--- config.mk ---
export PLATFORM = sky130hd
export DESIGN_NAME = processor_io_bus_channel_port
export DESIGN_NICKNAME = d
export VERILOG_FILES = /design/src/core/io_port_pkg.sv /design/src/core/processor_io_bus_channel_port.sv
export SDC_FILE = /design/constraint.sdc
export NUM_CORES = 1
export LEC_CHECK = 0
export ABC_AREA = 1
export BUFFER_PORTS_ARGS = -buffer_cell sky130_fd_sc_hd__buf_4
export CAP_MARGIN = 5
export CORE_ASPECT_RATIO = 0.8
export CORE_UTILIZATION = 45
export CTS_CLUSTER_DIAMETER = 30
export CTS_CLUSTER_SIZE = 12
export DETAILED_ROUTE_END_ITERATION = 8
export PLACE_DENSITY = 0.7
export SYNTH_ARGS = -nofsm -noshare
export SYNTH_HDL_FRONTEND = slang
export SYNTH_SLANG_ARGS = --single-unit
--- constraint.sdc ---
create_clock -name clk -period 11.4 [get_ports clk]
set_input_delay 1.14 -clock clk [delete_from_list [all_inputs] [get_ports clk]]
set_output_delay 1.14 -clock clk [all_outputs]
set_load 0.05 [all_outputs]
--- src/core/io_port_pkg.sv ---
// package: select codes, pulse positions and shared carriers for the i/o bus port
package io_port_pkg;

  // ---------------------------------------------------------------
  // select codes (3-out-of-6)
  // ---------------------------------------------------------------
  localparam logic [5:0] SEL_CTRL0 = 6'h23;
  localparam logic [5:0] SEL_C0CH0 = 6'h25;
  localparam logic [5:0] SEL_C0CH1 = 6'h26;
  localparam logic [5:0] SEL_C0CH2 = 6'h29;
  localparam logic [5:0] SEL_C0CH3 = 6'h2A;
  localparam logic [5:0] SEL_CTRL1 = 6'h2C;
  localparam logic [5:0] SEL_C1CH0 = 6'h31;
  localparam logic [5:0] SEL_C1CH1 = 6'h32;
  localparam logic [5:0] SEL_C1CH2 = 6'h34;
  localparam logic [5:0] SEL_C1CH3 = 6'h38;
  // add-on slot codes, never answered here
  localparam logic [5:0] SEL_SLOT0_LO = 6'h07;
  localparam logic [5:0] SEL_SLOT0_HI = 6'h13;
  localparam logic [5:0] SEL_SLOT1_LO = 6'h15;
  localparam logic [5:0] SEL_SLOT1_HI = 6'h1C;
  localparam int         CODE_WEIGHT  = 3;
  localparam int         NUM_CH       = 4;

  // ---------------------------------------------------------------
  // pulse bit positions within the 11-bit pulse vector
  // ---------------------------------------------------------------
  localparam int P_READ_BUF   = 0;
  localparam int P_READ_STATE = 1;
  localparam int P_READ_IRQ   = 2;
  localparam int P_READ_SVC   = 3;
  localparam int P_IRQ_ACK    = 4;
  localparam int P_FAULT_ACK  = 5;
  localparam int P_UNUSED6    = 6;
  localparam int P_IDLE_SEQ   = 7;
  localparam int P_CLR_FAULT  = 8;
  localparam int P_WRITE_BUF  = 9;
  localparam int P_WRITE_CA   = 10;
  localparam int NUM_PULSE    = 11;

  // responses toward the processor
  typedef struct packed {
    logic [5:0] echo;
    logic       echo_oe;
    logic       ready;
    logic       health_ok;
    logic       fault;
    logic [1:0] irq;
  } resp_t;

  // requests toward the controller microcode
  typedef struct packed {
    logic        pio_req;
    logic        target_self;
    logic [1:0]  target_ch;
    logic [10:0] op;
    logic [31:0] wdata;
    logic        parity_err;
  } micro_req_t;

endpackage

--- src/core/processor_io_bus_channel_port.sv ---
// device end of the processor i/o bus for one transfer controller
`timescale 1ns/10ps
`default_nettype none

// Operation
// - select values are 3-of-6 codes; other patterns never select anything.
// - channels 10..19 are transfer controllers; 00..09 belong to add-on slots.
// - add-on slot codes 07,0B,0D,0E,13 and 15,16,19,1A,1C are never answered.
// - controller zero answers 23 for itself, 25,26,29,2A for channels.
// - controller one answers 2C for itself, 31,32,34,38 for channels.
// - any single-hot operation pulse (not bit 06) to a selected controller echoes its own select code.
// - fault line is OR of controller error and its four channel errors.
// - health line means no error present; processor records its failure.
// - buffer read raises ready once data is on bus; channel irq/svc/idle/clear never; state read once the bus is quiet; others immediately.
// - pulse bits 00..05 and 07..10 encode the ten bus operations.
// - controller select answers all; channel irq/svc/idle/clear give echo plus request.
// - control/address write answers fully and always raises a microcode request.
// - buffer and state read pulses withhold ready while the bus busy condition is set.
// - channel read returns health only when that channel is healthy.
// - two interrupt summary lines per controller, one per channel pair.
// - 32-bit data lines carry read and write data for the selection.
// - each data byte has even parity, checked on processor writes.
module processor_io_bus_channel_port
  import io_port_pkg::*;
#(
  parameter logic [5:0] CTRL_CODE   = io_port_pkg::SEL_CTRL0,
  parameter logic [5:0] CH_CODE0    = io_port_pkg::SEL_C0CH0,
  parameter logic [5:0] CH_CODE1    = io_port_pkg::SEL_C0CH1,
  parameter logic [5:0] CH_CODE2    = io_port_pkg::SEL_C0CH2,
  parameter logic [5:0] CH_CODE3    = io_port_pkg::SEL_C0CH3
) (
  input  wire logic                     clk,
  input  wire logic                     resetn,
  input  wire logic [5:0]               io_select_lines,
  input  wire logic [10:0]              pulse_vec,
  input  wire logic                     io_inhibit,
  input  wire logic [31:0]              io_data_in,
  input  wire logic [3:0]               io_parity_in,
  output logic      [31:0]              io_data_out,
  output logic      [3:0]               io_parity_out,
  output logic                          io_data_oe,
  output io_port_pkg::resp_t            resp,
  input  wire logic                     ctrl_error,
  input  wire logic [3:0]               ch_error,
  input  wire logic [3:0]               ch_health,
  input  wire logic                     bus_busy,
  input  wire logic [3:0]               ch_irq,
  input  wire logic                     read_data_valid,
  input  wire logic [31:0]              read_data,
  output io_port_pkg::micro_req_t       micro
);
  import io_port_pkg::*;

  // ---------------------------------------------------------------
  // decode helpers
  // ---------------------------------------------------------------
  // a select is only valid with exactly three bits set
  function automatic logic weight_ok(input logic [5:0] c);
    return ($countones(c) == CODE_WEIGHT);
  endfunction

  // one-hot channel match to its index; no match reads as channel 0
  function automatic logic [1:0] ch_index(input logic [3:0] s);
    return s[3] ? 2'd3 : s[2] ? 2'd2 : s[1] ? 2'd1 : 2'd0;
  endfunction

  // per-byte even parity: the parity bit makes each byte's count even
  function automatic logic [3:0] even_par(input logic [31:0] d);
    logic [3:0] p;
    for (int i = 0; i < 4; i++) begin
      p[i] = ^d[8*i +: 8];
    end
    return p;
  endfunction

  // ---------------------------------------------------------------
  // state
  // ---------------------------------------------------------------
  // idle, read waiting for data or a quiet bus, response standing
  typedef enum {S_IDLE, S_WAIT_DATA, S_HOLD} phase_t;

  // everything the port remembers, registered as one word
  typedef struct packed {
    phase_t      phase;
    logic [31:0] dout;
    logic [3:0]  pout;
    logic        doe;
    resp_t       rsp;
    micro_req_t  mreq;
    logic [10:0] prev_pulse;
  } state_t;

  state_t cur;
  state_t next_state;

  // ---------------------------------------------------------------
  // select and pulse decode
  // ---------------------------------------------------------------
  logic        sel_self;
  logic [3:0]  sel_ch;
  logic        hit;
  logic [10:0] rise;
  logic        any_pulse;
  logic        rd_pulse;
  logic        chan_pio_op;

  // address decode: slot codes and non-weight-3 patterns never hit
  always_comb begin
    sel_self = weight_ok(io_select_lines) && (io_select_lines == CTRL_CODE);
    sel_ch[0] = weight_ok(io_select_lines) && (io_select_lines == CH_CODE0);
    sel_ch[1] = weight_ok(io_select_lines) && (io_select_lines == CH_CODE1);
    sel_ch[2] = weight_ok(io_select_lines) && (io_select_lines == CH_CODE2);
    sel_ch[3] = weight_ok(io_select_lines) && (io_select_lines == CH_CODE3);
    hit = (sel_self | (|sel_ch)) && !io_inhibit;
  end

  // pulse edge detect; only a single-hot pulse is served
  always_comb begin
    rise = pulse_vec & ~cur.prev_pulse;
    any_pulse = hit && ($countones(rise) == 1) && !rise[P_UNUSED6];
    rd_pulse = rise[P_READ_BUF] | rise[P_READ_STATE];
    chan_pio_op = rise[P_READ_IRQ] | rise[P_READ_SVC] | rise[P_IDLE_SEQ] | rise[P_CLR_FAULT];
  end

  // ---------------------------------------------------------------
  // response sequencing
  // ---------------------------------------------------------------
  // responses stand until the pulse line drops, which keeps them
  // valid for however long the processor samples
  always_comb begin
    next_state = cur;
    next_state.prev_pulse = pulse_vec;
    next_state.mreq.pio_req = 1'b0;
    next_state.mreq.parity_err = 1'b0;
    // fault summary and interrupts are live levels, registered
    next_state.rsp.fault = ctrl_error | (|ch_error);
    next_state.rsp.irq = {|ch_irq[3:2], |ch_irq[1:0]};
    unique case (cur.phase)
      // take a new single-hot pulse only from rest
      S_IDLE: begin
        if (any_pulse) begin
          next_state.rsp.echo = CTRL_CODE;
          next_state.rsp.echo_oe = 1'b1;
          next_state.mreq.op = rise;
          next_state.mreq.target_self = sel_self;
          next_state.mreq.target_ch = ch_index(sel_ch);
          next_state.mreq.wdata = io_data_in;
          if (rise[P_WRITE_CA] || rise[P_WRITE_BUF]) begin
            next_state.mreq.parity_err = (even_par(io_data_in) != io_parity_in);
          end
          if (rise[P_WRITE_CA]) begin
            next_state.mreq.pio_req = 1'b1;
          end
          if (!sel_self && chan_pio_op) begin
            // channel-side op: echo only, microcode finishes it
            next_state.mreq.pio_req = 1'b1;
            next_state.rsp.health_ok = 1'b0;
            next_state.rsp.ready = 1'b0;
            next_state.phase = S_HOLD;
          end else begin
            // health: no error, and for channel reads the channel's own health
            next_state.rsp.health_ok = !next_state.rsp.fault &&
              (sel_self || !rd_pulse || |(sel_ch & ch_health));
            if (rise[P_READ_BUF] || (rd_pulse && bus_busy)) begin
              next_state.rsp.ready = 1'b0;
              next_state.phase = S_WAIT_DATA;
            end else begin
              next_state.rsp.ready = 1'b1;
              next_state.phase = S_HOLD;
            end
          end
        end
      end
      // hold ready low until the data and the bus allow it
      S_WAIT_DATA: begin
        if (pulse_vec == '0) begin
          next_state.phase = S_IDLE;
          next_state.rsp.echo_oe = 1'b0;
          next_state.rsp.health_ok = 1'b0;
        end else if (!bus_busy && (!cur.mreq.op[P_READ_BUF] || read_data_valid)) begin
          next_state.dout = read_data;
          next_state.pout = even_par(read_data);
          next_state.doe = cur.mreq.op[P_READ_BUF];
          next_state.rsp.ready = 1'b1;
          next_state.phase = S_HOLD;
        end
      end
      // responses stand until the processor drops its pulse
      S_HOLD: begin
        if (pulse_vec == '0) begin
          next_state.phase = S_IDLE;
          next_state.rsp.ready = 1'b0;
          next_state.rsp.health_ok = 1'b0;
          next_state.rsp.echo_oe = 1'b0;
          next_state.doe = 1'b0;
        end
      end
    endcase
  end

  // ---------------------------------------------------------------
  // state register
  // ---------------------------------------------------------------
  // register the whole state; reset puts every output at rest
  always_ff @(posedge clk or negedge resetn) begin
    if (!resetn) begin
      cur <= '{phase: S_IDLE, default: '0};
    end else begin
      cur <= next_state;
    end
  end

  // ---------------------------------------------------------------
  // outputs
  // ---------------------------------------------------------------
  // data and parity come straight from flops, no decode on the pins
  assign io_data_out   = cur.dout;
  assign io_parity_out = cur.pout;
  assign io_data_oe    = cur.doe;
  assign resp          = cur.rsp;
  assign micro         = cur.mreq;
endmodule

`default_nettype wire

==> reports/qor.csv <==
stage,metric,value,unit
clock_network,# H-tree levels,3,
place,setup slack at placement,5679,ps
routing,Vias/cell,4.466,
timing,RSZ-0062 raised after global routing,no,
routing,WL/cell,12.64,um
critical_path,buffers and inverters on the worst path,5,
synthesis,top cell type's share of synthesized area,43.66,%
grt,GRT overflow,0,
clock_network,Root Buffer,clkbuf_16,
place,Port Buffers,196,
timing,period utilization,46.94,%
clock_network,worst skew pair latency,340,ps
timing,fin crit period,5351,ps
min_path,hold crit path type,reg2reg,
critical_path,cells along the critical path,buf_4 > inv_1 > nor2_1 > inv_1 > fa_1 > fa_1 > fa_1 > fa_1 > fa_1 > nand2_1 > nor3_1 > nand2_1 > inv_1 > nand3_4 > inv_2 > o21ai_0 > nor2_1,
pwr,Power per Cell Area,203.8,nW/um2
outcome,status,"complete, no violations",
pwr,Sw Ratio,43.84,%
critical_path,CP required,11670,ps
routing,vias,4560,
floorplanning,Cell Rows,37,
critical_path,endpoint class of the critical path,flip-flop,
critical_path,"delay-heaviest family, CP",adder cells,
routing,Routed WL,12910,um
synthesis,"top cells by count, synth","nand2_1 (268), dfrtp_1 (105), buf_4 (97)",
finish,Util after Layout,55.50,%
place,gpl congestion,0.8351,
pwr,Peak VDD IR,114.4,uV
routing,Routed Antenna Nets,0,
timing,Least-Margin Pin Slew,1020,ps
place,Post-DP Area,6912,um2
grt,busiest layer in global routing,met2,
pwr,Design Power,1.467,mW
synthesis,Synth Warn #,0,
synthesis,ys flop type,dfrtp_1,
timing,"Hold Vio Cnt, Final",0,
synthesis,"EDFF count, synth",0,
timing,Setup TNS,0,ps
grt,grt met1 use,25.69,%
floorplanning,Core Region,12960,um2
floorplanning,IO Pins,200,
pwr,Pint,823.7,uW
critical_path,CP most frequent cell,fa_1,
routing,Initial DRC Count,217,
synthesis,Synth area leader,dfrtp_1,
synthesis,"count leader, synth",nand2_1,
synthesis,Syn Area/Cell,8.111,um2
synthesis,synthesized area,6018,um2
timing,Setup WS post-layout,6049,ps
synthesis,Synth area leaders,"dfrtp_1 (44%), nand2_1 (17%), buf_4 (12%), inv_1 (4.7%), xnor2_1 (3.3%)",
grt,M2 GR Usage,30.43,%
grt,vias in the first global route,4224,
timing,"Setup violations, final",0,
grt,initial antenna violation count,0,
pwr,Clk pwr share,20.2,%
critical_path,slowest cell on the critical path,nand3_4,
critical_path,CP max FO,79,
critical_path,critical path arrival,5620,ps
timing,Final Max Slew Viols,0,
clock_network,CTS Buffer Depth,2,
clock_network,CTS tree,done,
timing,Slew HR,31.91,%
pwr,Seq pwr share,34.2,%
finish,area growth from synthesis to layout,19.54,%
finish,Final Net Count,963,
clock_network,CTS Sinks,105,
finish,design area,7194,um2
timing,fmax,186.9,MHz
grt,largest net degree at the start of global routing,80,
job,maxcap violations,0,
grt,Total GRT Usage,18.95,%
clock_network,cts bufs inserted,9,
grt,met3 usage,4.666,%
floorplanning,Initial Util,46.43,%
floorplanning,die extent in x,131.3,um
synthesis,Synth Register Bits,105,
floorplanning,Die ar.,13840,um2
synthesis,register area share after synthesis,43.66,%
clock_network,Post-CTS Setup Inserts,0,
clock_network,post-CTS sizing,0,
routing,first drt pass iteration count,4,
critical_path,CP max stage delay,590,ps
pwr,P_leak,4.045,nW
clock_network,CTS Hold Bufs,0,
pwr,Combinational Power Share,45.6,%
synthesis,synth unique cells,30,
clock_network,"Reg clk slew, reported paths",70,ps
synthesis,synthesized instance count,742,
timing,Setup Skew,7.655,ps
critical_path,Worst Setup Start Kind,primary input,
synthesis,async set-reset flop share out of synthesis,100.0,%
finish,fraction of layout cells with a size suffix above 1,27.19,%
floorplanning,Die Span Y,105.4,um
finish,n_diodes,0,
routing,Post-route DRC,0,
pwr,NetSw,642.9,uW
critical_path,critical path type,in2reg,
grt,first-pass GRT wire length,20830,um
place,DP Wirelength,9867,um
==> worst paths after layout <==
check	cells after the start	startpoint	endpoint	slack (ps)
max	17	pulse_vec[9]	micro[0]	6050
min	2	micro[39]	micro[39]	480
max reg2reg	15	cur[0]	micro[0]	6580
min reg2reg	2	micro[39]	micro[39]	480
max in group asynchronous	2	resetn	io_data_out[19]	9440
min in group asynchronous	1	resetn	micro[12]	870
==> final cells by class <==
class                      instances  area (um2)
tap                              175       219.0
sequential                       105        2628
clock buffer                      12       256.5
inverter                          77       289.0
timing repair buffer             198        1486
multi-input combinational        450        2290
fill                            1201        5768
clock inverter                     4       26.28
==> power by group through the flow <==
stage	registers [mW]	clock network, mW	logic [mW]
detailed placement	0.507	0	0.674
finish	0.501	0.296	0.669
CTS	0.502	0.305	0.675
global route	0.513	0.323	0.717
global placement	0.506	0	0.665
floorplan	0.495	0	0.583
==> worst reg2reg max path, cell delays in order (launching register included) <==
cell and delay (ps):
dfrtp_1 360, inv_1 50, nand2_1 100, fa_1 530, fa_1 530, fa_1 430, fa_1 430, fa_1 510
nand2_1 60, nor3_1 130, nand2_1 70, inv_1 110, nand3_4 590, inv_2 560, o21ai_0 170, nor2_1 130
==> per-stage QoR <==
step | hold WS [ps] | instances
floorplan | 437.4 | 744
global placement | 461.8 | 1005
detailed placement | 459.5 | 1005
CTS | 483.8 | 1021
global route | 503.9 | 1021
finish | 480.1 | 1021
==> layer usage <==
layer | part of all wire (%) | routed length, um
met3 | 5.0 | 647
met1 | 49 | 6271
met4 | 1.1 | 142
met5 | 0 | 0
met2 | 45 | 5847
==> state kept, by name (all words and copies together) (netlist names) <==
signal         count
cur               13
io_data_oe         1
io_data_out       32
io_parity_out      4
micro             48
resp               7
==> kinds of logic (layout without fill, tap and decap cells) <==
family | Yosys count | count (layout) | synth area share [%]
simple gates | 341 | 341 | 22.91
compound gates | 54 | 54 | 4.948
other cells | 1 | 3 | 0.06231
buf+inv | 189 | 291 | 18.42
flops | 105 | 105 | 43.66
fa+ha+maj | 19 | 19 | 5.198
xor+xnor | 33 | 33 | 4.802
==> cell usage in the layout (no fill, tap or decap), types with 2 or more instances in the layout <==
cell type    n
dfrtp_1    105
conb_1       3
clkinv_2     2
nor3_1       3
or2_2        4
xnor2_1     23
buf_4      198
nor2_1      25
nand3_1     28
xor2_1      10
nor2_2       3
ha_1         9
nand2_1    268
o21ai_1      7
fa_1        10
inv_1       75
o21ai_2      5
o21ai_0     38
nand4_1      5
nand3b_1     2
inv_2        2
clkbuf_8     2
clkbuf_16    9
No activity file was read; power rests on OpenSTA's default activity.
